<file path="config.mk">
export PLATFORM = sky130hd
export DESIGN_NAME = gpef_top
export DESIGN_NICKNAME = d
export VERILOG_FILES = /design/src/logic/gpef_pkg.sv /design/src/logic/gpef_pad_if.sv /design/src/logic/gpef_pad_ctrl.sv /design/src/logic/gpef_sync.sv /design/src/logic/gpef_top.sv
export SDC_FILE = /design/constraint.sdc
export NUM_CORES = 1
export LEC_CHECK = 0
export BUFFER_PORTS_ARGS = -buffer_cell sky130_fd_sc_hd__buf_2
export CAP_MARGIN = 5
export CORE_MARGIN = 1
export CORE_UTILIZATION = 45
export DETAILED_ROUTE_END_ITERATION = 16
export GPL_TIMING_DRIVEN = 0
export PLACE_DENSITY = 0.83
export SYNTH_ARGS = -nofsm -noshare
export SYNTH_HDL_FRONTEND = slang
export SYNTH_SLANG_ARGS = --single-unit
export TNS_END_PERCENT = 1
</file>
<file path="constraint.sdc">
create_clock -name clk_i -period 2.8 [get_ports clk_i]
set_clock_uncertainty 0.05 [all_clocks]
set_input_delay 0.42 -clock clk_i [delete_from_list [all_inputs] [get_ports clk_i]]
set_output_delay 0.42 -clock clk_i [all_outputs]
set_load 0.02 [all_outputs]
</file>
<file path="src/logic/gpef_pkg.sv">
// Holds the register map, field positions, reset values and state type of the two-port GPIO block.
// Assumes a 32-bit classic Wishbone register bus with byte addresses.
`default_nettype none

package gpef_pkg;

  // ==========================================================================
  // Port widths
  // ==========================================================================
  localparam int unsigned GPEF_PE_W = 4;
  localparam int unsigned GPEF_PF_W = 3;
  localparam int unsigned GPEF_PF_RST_PIN = 2;

  // ==========================================================================
  // Register byte offsets
  // ==========================================================================
  localparam logic [7:0] GPEF_OFS_PE_DATA = 8'h00;
  localparam logic [7:0] GPEF_OFS_PE_DIR = 8'h04;
  localparam logic [7:0] GPEF_OFS_PE_PULLUP = 8'h08;
  localparam logic [7:0] GPEF_OFS_PF_DATA = 8'h0C;
  localparam logic [7:0] GPEF_OFS_PF_DIR = 8'h10;
  localparam logic [7:0] GPEF_OFS_STANDBY = 8'h14;
  localparam logic [7:0] GPEF_OFS_SYSCFG = 8'h18;
  localparam logic [7:0] GPEF_OFS_STATUS = 8'h1C;
  localparam logic [7:0] GPEF_OFS_PE_RMW = 8'h20;
  localparam logic [7:0] GPEF_OFS_PF_RMW = 8'h24;

  // ==========================================================================
  // Field positions
  // ==========================================================================
  localparam int unsigned GPEF_SPL_BIT = 0;
  localparam int unsigned GPEF_EXTERNAL_RESET_ENABLE_BIT = 0;
  localparam int unsigned GPEF_STAT_HIZ_BIT = 0;
  localparam int unsigned GPEF_STAT_EXTERNAL_RESET_ENABLE_BIT = 1;
  localparam int unsigned GPEF_STAT_PE_LSB = 8;
  localparam int unsigned GPEF_STAT_PF_LSB = 16;

  // ==========================================================================
  // Reset values
  // ==========================================================================
  localparam logic [GPEF_PE_W-1:0] GPEF_RST_PE_LATCH = 4'h0;
  localparam logic [GPEF_PE_W-1:0] GPEF_RST_PE_DIR = 4'h0;
  localparam logic [GPEF_PE_W-1:0] GPEF_RST_PE_PULLUP = 4'h0;
  localparam logic [GPEF_PF_W-1:0] GPEF_RST_PF_LATCH = 3'h0;
  localparam logic [GPEF_PF_W-1:0] GPEF_RST_PF_DIR = 3'h0;
  localparam logic GPEF_RST_SPL = 1'b0;
  localparam logic GPEF_RST_EXTERNAL_RESET_ENABLE = 1'b1;

  // ==========================================================================
  // Register state of the top module
  // ==========================================================================
  typedef struct packed {
    logic ack;
    logic [31:0] rdata;
    logic [GPEF_PE_W-1:0] pe_latch;
    logic [GPEF_PE_W-1:0] pe_dir;
    logic [GPEF_PE_W-1:0] pe_pullup;
    logic [GPEF_PF_W-1:0] pf_latch;
    logic [GPEF_PF_W-1:0] pf_dir;
    logic standby_pin_state_bit;
    logic external_reset_enable;
  } gpef_state_t;

endpackage

`default_nettype wire

</file>
<file path="src/logic/gpef_pad_if.sv">
// Carries the control and sense signals between the register logic and one port's pad control.
// Assumes one instance per port, sized by W.
`timescale 1ns/1ps
`default_nettype none

interface gpef_pad_if #(
  parameter int unsigned W = 4
);
  logic [W-1:0] latch;
  logic [W-1:0] dir;
  logic [W-1:0] pullup_en;
  logic [W-1:0] avail;
  logic [W-1:0] keep_open;
  logic force_hiz;
  logic [W-1:0] level;
  logic [W-1:0] in_gated;
  logic [W-1:0] pin_out;
  logic [W-1:0] pin_oe;
  logic [W-1:0] pullup_on;

  modport ctrl (output latch, dir, pullup_en, avail, keep_open, force_hiz, level,
                input in_gated, pin_out, pin_oe, pullup_on);
  modport pad (input latch, dir, pullup_en, avail, keep_open, force_hiz, level,
               output in_gated, pin_out, pin_oe, pullup_on);
endinterface

`default_nettype wire

</file>
<file path="src/logic/gpef_pad_ctrl.sv">
// Pad control for one port: drive, enable, pull-up and input gating.
// Assumes all inputs come from flip-flops or synchronisers on the same clock.
`timescale 1ns/1ps
`default_nettype none

module gpef_pad_ctrl #(
  parameter int unsigned W = 4,
  parameter logic [W-1:0] OPEN_DRAIN = '0
) (
  gpef_pad_if.pad pad
);

  logic [W-1:0] blocked;

  // An open-drain pin never drives high; its latch value of 1 releases the pin instead.
  assign pad.pin_out = pad.latch & ~OPEN_DRAIN;

  // Standby high-impedance overrides direction; an unavailable pin never drives.
  assign pad.pin_oe = pad.dir & pad.avail & ~{W{pad.force_hiz}}
                      & ~(OPEN_DRAIN & pad.latch);

  // The pull-up is cut off while the pin drives low.
  assign pad.pullup_on = pad.pullup_en & ~(pad.pin_oe & ~pad.pin_out);

  // In standby the input is held low unless an enabled interrupt keeps it open.
  assign blocked = {W{pad.force_hiz}} & ~pad.keep_open;
  assign pad.in_gated = pad.level & ~blocked & pad.avail;

endmodule

`default_nettype wire

</file>
<file path="src/logic/gpef_sync.sv">
// Two-stage synchroniser for pin levels arriving from outside the clock domain.
// Assumes a synchronous active-high reset.
`timescale 1ns/1ps
`default_nettype none

module gpef_sync #(
  parameter int unsigned W = 4
) (
  input wire logic clk_i,
  input wire logic rst_i,
  input wire logic [W-1:0] async_i,
  output logic [W-1:0] sync_o
);

  typedef struct packed {
    logic [W-1:0] meta;
    logic [W-1:0] stable;
  } gpef_sync_state_t;

  gpef_sync_state_t state_reg;
  gpef_sync_state_t state_next;

  always_comb begin
    state_next.meta = async_i;
    state_next.stable = state_reg.meta;
  end

  always_ff @(posedge clk_i) begin
    if (rst_i) begin
      state_reg <= '0;
    end else begin
      state_reg <= state_next;
    end
  end

  assign sync_o = state_reg.stable;

endmodule

`default_nettype wire

</file>
<file path="src/logic/gpef_top.sv">
// Top of the two-port GPIO block: Wishbone register file, pin synchronisers and pad control.
// Assumes a 200 MHz clock, a synchronous active-high reset and a standby request from the
// power controller on the same clock.
//
// Overview of operation
// - A direction bit of 1 makes its own pin an output and 0 makes it an input.
// - An output pin drives the value held in its data latch bit.
// - A data write always updates the latch, which reaches an input pin only once it becomes an output.
// - An ordinary data read returns the latch bit for an output pin.
// - An ordinary data read returns the pin level for an input pin, while a read-modify-write read returns the latch.
// - A pin used as a peripheral input still reads as its level, and as its latch in read-modify-write reads.
// - Reset clears every direction bit so both ports start as inputs.
// - With the standby pin-state bit set, stop or watch mode floats every pin and forces its input low.
// - A port E pin with its external interrupt enabled keeps its input path open in standby.
// - With the standby pin-state bit clear, stop or watch mode leaves the pins as they are.
// - Every port E pin level goes to the external interrupt circuit, except while standby forces its input low.
// - A pull-up bit of 1 connects the port E pin's internal pull-up.
// - The pull-up is disconnected whenever the pin drives low.
// - An open-drain output pin with a latch value of 1 floats instead of driving high.
// - With external reset enabled, the shared reset pin of port F has no port function.
//
// Chosen here: the register addresses and the Wishbone interface to the registers.
`timescale 1ns/1ps
`default_nettype none

module gpef_top #(
  parameter logic [2:0] PF_OPEN_DRAIN = 3'h4
) (
  input wire logic clk_i,
  input wire logic rst_i,
  input wire logic [7:0] wb_adr_i,
  input wire logic [31:0] wb_dat_i,
  input wire logic [3:0] wb_sel_i,
  input wire logic wb_we_i,
  input wire logic wb_cyc_i,
  input wire logic wb_stb_i,
  output logic [31:0] wb_dat_o,
  output logic wb_ack_o,
  input wire logic standby_entry_i,
  input wire logic [3:0] ext_irq_enable_i,
  output logic [3:0] ext_irq_level_o,
  output logic external_reset_enable_o,
  input wire logic [3:0] pe_pin_i,
  output logic [3:0] pe_pin_o,
  output logic [3:0] pe_pin_oe_o,
  output logic [3:0] pe_pullup_o,
  input wire logic [2:0] pf_pin_i,
  output logic [2:0] pf_pin_o,
  output logic [2:0] pf_pin_oe_o
);

  localparam int unsigned PE_W = gpef_pkg::GPEF_PE_W;
  localparam int unsigned PF_W = gpef_pkg::GPEF_PF_W;

  // ==========================================================================
  // Decode helpers
  // ==========================================================================

  // Compares word addresses so that low address bits do not split a register.
  function automatic logic reg_hit(input logic [7:0] adr, input logic [7:0] ofs);
    reg_hit = (adr[7:2] == ofs[7:2]);
  endfunction

  // Ordinary data read: latch for outputs, gated pin level for inputs.
  function automatic logic [7:0] port_read(input logic [7:0] dir, input logic [7:0] latch,
                                           input logic [7:0] level);
    port_read = (dir & latch) | (~dir & level);
  endfunction

  // ==========================================================================
  // State and wiring
  // ==========================================================================
  gpef_pkg::gpef_state_t state_reg;
  gpef_pkg::gpef_state_t state_next;

  logic [PE_W-1:0] pe_level;
  logic [PF_W-1:0] pf_level;
  logic [PF_W-1:0] pf_avail;
  logic force_hiz;
  logic bus_req;
  logic bus_wr;
  logic [7:0] wr_byte;
  logic [7:0] pe_rd_ordinary;
  logic [7:0] pf_rd_ordinary;
  logic [31:0] status_word;
  logic [31:0] rd_word;

  gpef_pad_if #(.W(PE_W)) pe_pad ();
  gpef_pad_if #(.W(PF_W)) pf_pad ();

  // ==========================================================================
  // Pin synchronisers
  // ==========================================================================
  gpef_sync #(
    .W(PE_W)
  ) u_pe_sync (
    .clk_i(clk_i),
    .rst_i(rst_i),
    .async_i(pe_pin_i),
    .sync_o(pe_level)
  );

  gpef_sync #(
    .W(PF_W)
  ) u_pf_sync (
    .clk_i(clk_i),
    .rst_i(rst_i),
    .async_i(pf_pin_i),
    .sync_o(pf_level)
  );

  // ==========================================================================
  // Standby and pin availability
  // ==========================================================================

  // Floating only happens while software has chosen it and stop or watch mode is requested, in either order.
  assign force_hiz = state_reg.standby_pin_state_bit & standby_entry_i;

  // The shared reset pin leaves port use while external reset is enabled.
  always_comb begin
    pf_avail = '1;
    pf_avail[gpef_pkg::GPEF_PF_RST_PIN] = ~state_reg.external_reset_enable;
  end

  // ==========================================================================
  // Pad control for port E
  // ==========================================================================
  assign pe_pad.latch = state_reg.pe_latch;
  assign pe_pad.dir = state_reg.pe_dir;
  assign pe_pad.pullup_en = state_reg.pe_pullup;
  assign pe_pad.avail = '1;
  assign pe_pad.keep_open = ext_irq_enable_i;
  assign pe_pad.force_hiz = force_hiz;
  assign pe_pad.level = pe_level;

  gpef_pad_ctrl #(
    .W(PE_W),
    .OPEN_DRAIN('0)
  ) u_pe_pad (
    .pad(pe_pad)
  );

  // ==========================================================================
  // Pad control for port F
  // ==========================================================================
  assign pf_pad.latch = state_reg.pf_latch;
  assign pf_pad.dir = state_reg.pf_dir;
  assign pf_pad.pullup_en = '0;
  assign pf_pad.avail = pf_avail;
  assign pf_pad.keep_open = '0;
  assign pf_pad.force_hiz = force_hiz;
  assign pf_pad.level = pf_level;

  gpef_pad_ctrl #(
    .W(PF_W),
    .OPEN_DRAIN(PF_OPEN_DRAIN)
  ) u_pf_pad (
    .pad(pf_pad)
  );

  // ==========================================================================
  // Pin outputs
  // ==========================================================================
  assign pe_pin_o = pe_pad.pin_out;
  assign pe_pin_oe_o = pe_pad.pin_oe;
  assign pe_pullup_o = pe_pad.pullup_on;
  assign pf_pin_o = pf_pad.pin_out;
  assign pf_pin_oe_o = pf_pad.pin_oe;

  // The interrupt circuit sees every port E level, gated only by standby blocking.
  assign ext_irq_level_o = pe_pad.in_gated;
  assign external_reset_enable_o = state_reg.external_reset_enable;

  // ==========================================================================
  // Read data assembly
  // ==========================================================================
  assign pe_rd_ordinary = port_read({4'h0, state_reg.pe_dir}, {4'h0, state_reg.pe_latch},
                                    {4'h0, pe_pad.in_gated});
  assign pf_rd_ordinary = port_read({5'h00, state_reg.pf_dir}, {5'h00, state_reg.pf_latch},
                                    {5'h00, pf_pad.in_gated});

  always_comb begin
    status_word = '0;
    status_word[gpef_pkg::GPEF_STAT_HIZ_BIT] = force_hiz;
    status_word[gpef_pkg::GPEF_STAT_EXTERNAL_RESET_ENABLE_BIT] = state_reg.external_reset_enable;
    status_word[gpef_pkg::GPEF_STAT_PE_LSB +: PE_W] = pe_level;
    status_word[gpef_pkg::GPEF_STAT_PF_LSB +: PF_W] = pf_level;
  end

  // Unused upper bits of each byte read as zero.
  always_comb begin
    rd_word = '0;
    if (reg_hit(wb_adr_i, gpef_pkg::GPEF_OFS_PE_DATA)) begin
      rd_word[7:0] = pe_rd_ordinary;
    end else if (reg_hit(wb_adr_i, gpef_pkg::GPEF_OFS_PE_DIR)) begin
      rd_word[PE_W-1:0] = state_reg.pe_dir;
    end else if (reg_hit(wb_adr_i, gpef_pkg::GPEF_OFS_PE_PULLUP)) begin
      rd_word[PE_W-1:0] = state_reg.pe_pullup;
    end else if (reg_hit(wb_adr_i, gpef_pkg::GPEF_OFS_PF_DATA)) begin
      rd_word[7:0] = pf_rd_ordinary;
    end else if (reg_hit(wb_adr_i, gpef_pkg::GPEF_OFS_PF_DIR)) begin
      rd_word[PF_W-1:0] = state_reg.pf_dir;
    end else if (reg_hit(wb_adr_i, gpef_pkg::GPEF_OFS_STANDBY)) begin
      rd_word[gpef_pkg::GPEF_SPL_BIT] = state_reg.standby_pin_state_bit;
    end else if (reg_hit(wb_adr_i, gpef_pkg::GPEF_OFS_SYSCFG)) begin
      rd_word[gpef_pkg::GPEF_EXTERNAL_RESET_ENABLE_BIT] = state_reg.external_reset_enable;
    end else if (reg_hit(wb_adr_i, gpef_pkg::GPEF_OFS_STATUS)) begin
      rd_word = status_word;
    end else if (reg_hit(wb_adr_i, gpef_pkg::GPEF_OFS_PE_RMW)) begin
      rd_word[PE_W-1:0] = state_reg.pe_latch;
    end else if (reg_hit(wb_adr_i, gpef_pkg::GPEF_OFS_PF_RMW)) begin
      rd_word[PF_W-1:0] = state_reg.pf_latch;
    end else begin
      rd_word = '0;
    end
  end

  // ==========================================================================
  // Wishbone slave and register update
  // ==========================================================================

  // A request is served once: ack rises one cycle after strobe and drops the next cycle.
  assign bus_req = wb_cyc_i & wb_stb_i & ~state_reg.ack;
  assign bus_wr = bus_req & wb_we_i & wb_sel_i[0];
  assign wr_byte = wb_dat_i[7:0];

  always_comb begin
    state_next = state_reg;
    state_next.ack = bus_req;
    if (bus_req) begin
      state_next.rdata = wb_we_i ? '0 : rd_word;
    end
    if (bus_wr) begin
      // The latch always takes the write, whatever the direction; the pad only shows it on outputs.
      if (reg_hit(wb_adr_i, gpef_pkg::GPEF_OFS_PE_DATA) ||
          reg_hit(wb_adr_i, gpef_pkg::GPEF_OFS_PE_RMW)) begin
        state_next.pe_latch = wr_byte[PE_W-1:0];
      end
      if (reg_hit(wb_adr_i, gpef_pkg::GPEF_OFS_PE_DIR)) begin
        state_next.pe_dir = wr_byte[PE_W-1:0];
      end
      if (reg_hit(wb_adr_i, gpef_pkg::GPEF_OFS_PE_PULLUP)) begin
        state_next.pe_pullup = wr_byte[PE_W-1:0];
      end
      if (reg_hit(wb_adr_i, gpef_pkg::GPEF_OFS_PF_DATA) ||
          reg_hit(wb_adr_i, gpef_pkg::GPEF_OFS_PF_RMW)) begin
        state_next.pf_latch = wr_byte[PF_W-1:0];
      end
      if (reg_hit(wb_adr_i, gpef_pkg::GPEF_OFS_PF_DIR)) begin
        state_next.pf_dir = wr_byte[PF_W-1:0];
      end
      if (reg_hit(wb_adr_i, gpef_pkg::GPEF_OFS_STANDBY)) begin
        state_next.standby_pin_state_bit = wr_byte[gpef_pkg::GPEF_SPL_BIT];
      end
      if (reg_hit(wb_adr_i, gpef_pkg::GPEF_OFS_SYSCFG)) begin
        state_next.external_reset_enable = wr_byte[gpef_pkg::GPEF_EXTERNAL_RESET_ENABLE_BIT];
      end
    end
  end

  always_ff @(posedge clk_i) begin
    if (rst_i) begin
      state_reg.ack <= 1'b0;
      state_reg.rdata <= '0;
      state_reg.pe_latch <= gpef_pkg::GPEF_RST_PE_LATCH;
      state_reg.pe_dir <= gpef_pkg::GPEF_RST_PE_DIR;
      state_reg.pe_pullup <= gpef_pkg::GPEF_RST_PE_PULLUP;
      state_reg.pf_latch <= gpef_pkg::GPEF_RST_PF_LATCH;
      state_reg.pf_dir <= gpef_pkg::GPEF_RST_PF_DIR;
      state_reg.standby_pin_state_bit <= gpef_pkg::GPEF_RST_SPL;
      state_reg.external_reset_enable <= gpef_pkg::GPEF_RST_EXTERNAL_RESET_ENABLE;
    end else begin
      state_reg <= state_next;
    end
  end

  assign wb_ack_o = state_reg.ack;
  assign wb_dat_o = state_reg.rdata;

endmodule

`default_nettype wire
</file>
==> results.txt, run 1 <==
Dominant synthesized flop cell = dfxtp_1
Row cnt = 26
Routed Antenna Nets = 0
Pleak = 1.39 nW
Total GRT Usage = 22.2%
Critical Path AT = 1.81 ns
Synth Warn # = 0
Fin nets = 431
Htree depth = 2
Cts hold-fix bufs = 0
CP Max Fanout = 10
Hold Vio Cnt, Final = 0
CTS tree = done
Sequential share of power = 52.8%
Combinational Power Share = 13.0%
Proportion of layout cells with a drive suffix above 1 = 32.6%
Initial Util = 47.9%
Post-CTS Setup Bufs = 0
Largest net degree at the start of global routing = 15
Seq/Total Area, Yosys = 37.0%
Vias in the first global route = 2059
Slew @ Worst Pin = 0.530 ns
Commonest cells after routing, fill and taps aside = buf_2 (60), dfxtp_1 (46), buf_4 (40), nor2_1 (30), conb_1 (22)
Via-to-Cell Ratio = 4.93
Switching Share = 26.4%
Grt ovf = 0
Post-DP HPWL = 4.73 mm
Outcome = completed
Area of the die = 0.00584 mm²
Clock Latency Late Sink = 0.30 ns
Core Region = 0.00520 mm²
Final WL = 6.17 mm
CTS sink count = 46
Final min period = 2.28 ns
Crit path capture type = output pin
Cts bufs inserted = 5
Clock share of power = 34.2%
DR iter-0 viols = 153
RSZ-0062 raised after global routing = no
Final period utilization = 81.5%
Startpoint Class = flop
Max reg flops = 11
Total number of vias = 2174
Setup TNS = 0 ns
Number of synthesized register bits = 46
Syn Inst Count = 286
Clock transition at path regs = 0.09 ns
Chip Width = 76.4 µm
I/O Buffers = 56
Post_cts resized = 0
First-pass GRT wire length = 10.1 mm
Mean post-synth cell area = 8.71 µm²
Wirelength per Cell = 14.0 µm
DIE HEIGHT = 76.4 µm
Async SR Flop Fraction = 0%
Pwr dens = 417 mW/mm²
Max Cap Viol = 0
Post-layout power = 0.00127 W
Slew Limit Fails = 0
Worst min-delay path class = in2reg
Crit Path Class = reg2out
Synth cell types = 51
Antenna Cells = 0
Sw Pwr = 0.000334 W
Slew HR = 64.3%
P_int = 0.000931 W
Pre-Repair DR Iteration Count = 4
Final instance area = 0.00303 mm²
Root buffer cell = clkbuf_8
Initial antenna violation count = 0
Worst Path Required = 2.33 ns
Final Wtd Congestion = 0.906
Most common cell after layout, fill and taps aside = buf_2
Boundary Pins = 117
Final setup viols = 0
Max Fclk = 0.438 GHz
Post-synth EDFFs = 0
DRC errors left = 0
Worst VDD drop = 0.326 mV
CTS max path bufs = 2
Layout area overhead = 21.7%
Post-Syn Area = 0.00249 mm²
Placement Cell Area = 0.00294 mm²
[logic make-up after synthesis]
logic type	Yosys count	share of synthesized area (%)
AND/OR/NAND/NOR	97	23.8
XOR/XNOR	1	0.352
flip-flops	46	37.0
multiplexers	16	6.48
other	1	0.151
buffers and inverters	63	16.0
AO/OA/AOI/OAI	62	16.3
[cell type report]
| type | instances | area (µm²) |
|---|---|---|
| Sequential cell | 46 | 921 |
| Multi-Input combinational cell | 198 | 1250 |
| Tap cell | 70 | 87.6 |
| Clock buffer | 7 | 86.3 |
| Inverter | 9 | 33.8 |
| Fill cell | 507 | 2170 |
| Timing Repair Buffer | 56 | 280 |
| Clock inverter | 1 | 8.76 |
| Buffer | 54 | 365 |
[layer usage]
metal	track usage [%]	up-vias	share of wire, %
met2	37.4	76	48
met3	3.59	6	6.7
met4	7.12	0	1.1
li1	-	1085	-
met1	28.7	1007	44
met5	0	-	0
[synthesized netlist by cell type (all sizes together), types with 2 or more instances]
master / n / area (µm²)
a21oi: 15 / 75.1
buf: 46 / 335
clkbuf: 8 / 30.0
and3b: 2 / 17.5
nor2: 31 / 119
nand3: 3 / 15.0
a2bb2oi: 2 / 17.5
o21ai: 12 / 60.1
nand2b: 4 / 25.0
nor4: 4 / 61.3
nor3: 5 / 58.8
a211oi: 3 / 22.5
nand4: 2 / 18.8
and2: 6 / 37.5
dfxtp: 46 / 921
nor2b: 15 / 93.8
or3: 3 / 23.8
o31ai: 2 / 15.0
a22oi: 9 / 67.6
inv: 9 / 33.8
o21a: 4 / 30.0
nand2: 17 / 66.3
nand3b: 2 / 15.0
mux2i: 15 / 150
a21boi: 5 / 37.5
[power by group through the flow]
| stage | clock network [W] | registers (W) | logic (W) |
|---|---|---|---|
| floorplan | 0 | 0.000683 | 0.000117 |
| global placement | 0 | 0.000683 | 0.000161 |
| detailed placement | 0 | 0.000684 | 0.000163 |
| CTS | 0.000436 | 0.000668 | 0.000164 |
| global route | 0.000463 | 0.000670 | 0.000179 |
| finish | 0.000433 | 0.000668 | 0.000165 |
[through the flow]
stage | setup WS, ns | hold WS, ns | utilization, % | cells
after floorplan | 0.831 | 0.364 | - | 307
after global placement | 0.707 | 0.367 | 56.4 | 433
after detailed placement | 0.645 | 0.384 | 56.4 | 433
after CTS | 0.521 | 0.272 | 58.3 | 441
after global routing | 0.453 | 0.263 | 58.3 | 441
final | 0.518 | 0.272 | 58.3 | 441
[worst max-delay path: stages, from the launching register on]
cell and delay, ns:
dfxtp_1 0.35, nand2_1 0.17, clkbuf_1 0.36, nor4b_1 0.39, buf_2 0.24
[worst paths after layout]
kind / startpoint / endpoint / slack [ns] / cells after the start
setup / recovery: state_reg[1] / pf_pin_oe_o[2] / 0.52 / 4
hold reg to reg: u_pe_sync.state_next[3] / u_pe_sync.sync_o[3] / 0.40 / 1
setup reg to reg: wb_ack_o / pf_pad.latch[1] / 0.98 / 5
hold / removal: pe_pin_i[0] / u_pe_sync.state_next[0] / 0.27 / 2
Power figures use the tool's default switching activity.
==> run 2, diff against run 1 <==
--- a/config.mk
+++ b/config.mk
@@ -8,10 +8,10 @@
 export BUFFER_PORTS_ARGS = -buffer_cell sky130_fd_sc_hd__buf_2
 export CAP_MARGIN = 5
 export CORE_MARGIN = 1
-export CORE_UTILIZATION = 45
+export CORE_UTILIZATION = 42
 export DETAILED_ROUTE_END_ITERATION = 16
 export GPL_TIMING_DRIVEN = 0
-export PLACE_DENSITY = 0.83
+export PLACE_DENSITY = 0.81
 export SYNTH_ARGS = -nofsm -noshare
 export SYNTH_HDL_FRONTEND = slang
 export SYNTH_SLANG_ARGS = --single-unit
==> constraint.sdc (replaced) <==
create_clock -name clk_i -period 1.8 [get_ports clk_i]
set_clock_uncertainty 0.05 [all_clocks]
set_input_delay 0.27 -clock clk_i [delete_from_list [all_inputs] [get_ports clk_i]]
set_output_delay 0.27 -clock clk_i [all_outputs]
set_load 0.02 [all_outputs]
==> run 2 against run 1 <==
Net effect:
- sequential share of layout area down 0.34 points
- worst setup slack lost 0.46 ns
- non-clock buffer count grew 1
- utilization is 3.5 points lower
- critical path type unchanged
- critical endpoint is now pe_pullup_o[0]
- highest routed layer unchanged
==> results.txt, run 2 (synthesized netlist as in run 1, its figures left out) <==
Pwr dens = 640 mW/mm² (was 417 mW/mm²)
Slew @ Worst Pin = 0.515 ns (was 0.530 ns)
Fin nets = 432 (was 431)
CP Max Fanout = 10 (unchanged)
Chip Width = 79.0 µm (was 76.4 µm)
Total GRT Usage = 20.3% (was 22.2%)
Vias in the first global route = 2050 (was 2059)
Worst Path Required = 1.48 ns (was 2.33 ns)
Worst min-delay path class = in2reg (unchanged)
Final instance area = 0.00307 mm² (was 0.00303 mm²)
Routed Antenna Nets = 0 (unchanged)
Sw Pwr = 0.000518 W (was 0.000334 W)
FF-to-FF Start = wb_ack_o (unchanged)
P_int = 0.00145 W (was 0.000931 W)
RSZ-0062 raised after global routing = yes (was no)
DIE HEIGHT = 79.0 µm (was 76.4 µm)
Area of the die = 0.00624 mm² (was 0.00584 mm²)
Worst setup path start = state_reg[1] (unchanged)
I/O Buffers = 56 (unchanged)
Post-layout power = 0.00197 W (was 0.00127 W)
Commonest cells after routing, fill and taps aside = buf_2 (59), dfxtp_1 (45), buf_4 (42), nor2_1 (30), conb_1 (22) (was buf_2 (60), dfxtp_1 (46), buf_4 (40), nor2_1 (30), conb_1 (22))
Pleak = 1.41 nW (was 1.39 nW)
R2R depth = 6 (was 5)
Clock Latency Late Sink = 0.30 ns (about the same)
Grt ovf = 0 (unchanged)
Final hold slack = 0.128 ns (was 0.272 ns)
Boundary Pins = 117 (unchanged)
Initial antenna violation count = 0 (unchanged)
Pre-Repair DR Iteration Count = 4 (unchanged)
Final WL = 6.27 mm (was 6.17 mm)
R2r setup slk = 0.08 ns (was 0.98 ns)
Total number of vias = 2197 (was 2174)
CTS max path bufs = 2 (unchanged)
Proportion of layout cells with a drive suffix above 1 = 34.4% (was 32.6%)
Slew HR = 65.3% (was 64.3%)
Final setup viols = 0 (unchanged)
Wirelength per Cell = 14.1 µm (was 14.0 µm)
Hold Vio Cnt, Final = 0 (unchanged)
Via-to-Cell Ratio = 4.95 (was 4.93)
Outcome = completed (unchanged)
Core Region = 0.00561 mm² (was 0.00520 mm²)
Startpoint Class = flop (unchanged)
Final Util = 54.8% (was 58.3%)
First-pass GRT wire length = 9.71 mm (was 10.1 mm)
Largest net degree at the start of global routing = 15 (unchanged)
Max Cap Viol = 0 (unchanged)
Post-DP HPWL = 4.78 mm (was 4.73 mm)
Row cnt = 27 (was 26)
Final period utilization = 96.8%
Most common cell after layout, fill and taps aside = buf_2 (unchanged)
Cell count after placement = 435 (was 433)
Worst Hold Path Cells = 2 (unchanged)
Cts bufs inserted = 5 (unchanged)
DR iter-0 viols = 156 (was 153)
Fin cells = 444 (was 441)
Antenna Cells = 0 (unchanged)
CTS tree = done (unchanged)
Hold path endpoint = u_pe_sync.state_next[3] (was u_pe_sync.state_next[0])
Max Fclk = 0.574 GHz
Cts hold-fix bufs = 0 (unchanged)
Root buffer cell = clkbuf_8 (unchanged)
Htree depth = 2 (unchanged)
Slew Limit Fails = 0 (unchanged)
Switching Share = 26.3% (was 26.4%)
Crit path capture type = output pin (unchanged)
Critical Path AT = 1.42 ns (was 1.81 ns)
Clock transition at path regs = 0.09 ns (about the same)
Placement Cell Area = 0.00294 mm² (about the same)
Worst VDD drop = 0.380 mV (was 0.326 mV)
Final min period = 1.74 ns
Sequential share of power = 52.8% (about the same)
Max reg flops = 11 (unchanged)
Clock share of power = 34.1% (was 34.2%)
Combinational Power Share = 13.1% (was 13.0%)
CTS sink count = 46 (unchanged)
Min-Delay Startpoint = pe_pin_i[3] (was pe_pin_i[0])
Initial Util = 44.4% (was 47.9%)
Crit Path Class = reg2out (unchanged)
Layout area overhead = 23.3% (was 21.7%)
Final Wtd Congestion = 0.932 (was 0.906)
Worst R2R End = pf_pad.dir[0] (was pf_pad.latch[1])
DRC errors left = 0 (unchanged)
run 2: worst max-delay path by stage:
stage                           end  slack [ns]  cells past startpoint
global placement     pf_pin_oe_o[2]      -0.001                      5
finish               pe_pullup_o[0]        0.06                      5
CTS                  pf_pin_oe_o[2]        0.01                      4
detailed placement   pf_pin_oe_o[2]       -0.01                      5
floorplan            pe_pullup_o[0]        0.07                      4
global route        pf_pad.latch[2]       -0.01                      5
run 2: critical path: stages, from the launching register on:
cell,delay (ns)
dfxtp_2,0.34
nand2_2,0.10
buf_8,0.16
and2_1,0.18
a21boi_0,0.16
buf_2,0.18
run 2: what timing repair did:
action | 4_1_cts | 5_1_grt
resized for setup | 6 | 6
setup endpoints to repair | 12 | 10
setup buffers | 1 | 0
pin swaps | 0 | 2
run 2: stage by stage:
stage,worst slack [ns],setup TNS [ns]
after floorplan,0.0666,0
after global placement,-0.00113,-0.00113
after detailed placement,-0.0139,-0.0262
after CTS,0.0108,0
after global routing,-0.0114,-0.0229
final,0.0569,0
run 2: layout make-up:
| cell class | count | area, µm² |
|---|---|---|
| Timing Repair Buffer | 57 | 290 |
| Multi-Input combinational cell | 198 | 1260 |
| Tap cell | 72 | 90.1 |
| Sequential cell | 46 | 922 |
| Clock buffer | 7 | 86.3 |
| Buffer | 54 | 377 |
| Clock inverter | 1 | 8.76 |
| Fill cell | 545 | 2540 |
| Inverter | 9 | 33.8 |
run 2: metal layers:
metal	global-route usage, %	up-vias	routed length, µm
li1	-	1087	-
met1	24.4	1000	2630
met2	34.4	94	2930
met3	4.71	16	508
met4	9.09	0	204
met5	0	-	0
run 2: power groups by stage:
| stage | clock, W | combinational, W | sequential [W] |
|---|---|---|---|
| 6_report | 0.000670 | 0.000258 | 0.00104 |
| 5_1_grt | 0.000718 | 0.000279 | 0.00104 |
| 4_1_cts | 0.000680 | 0.000255 | 0.00104 |
| 3_5_place_dp | 0 | 0.000253 | 0.00106 |
| 3_3_place_gp | 0 | 0.000252 | 0.00106 |
| 2_1_floorplan | 0 | 0.000182 | 0.00106 |
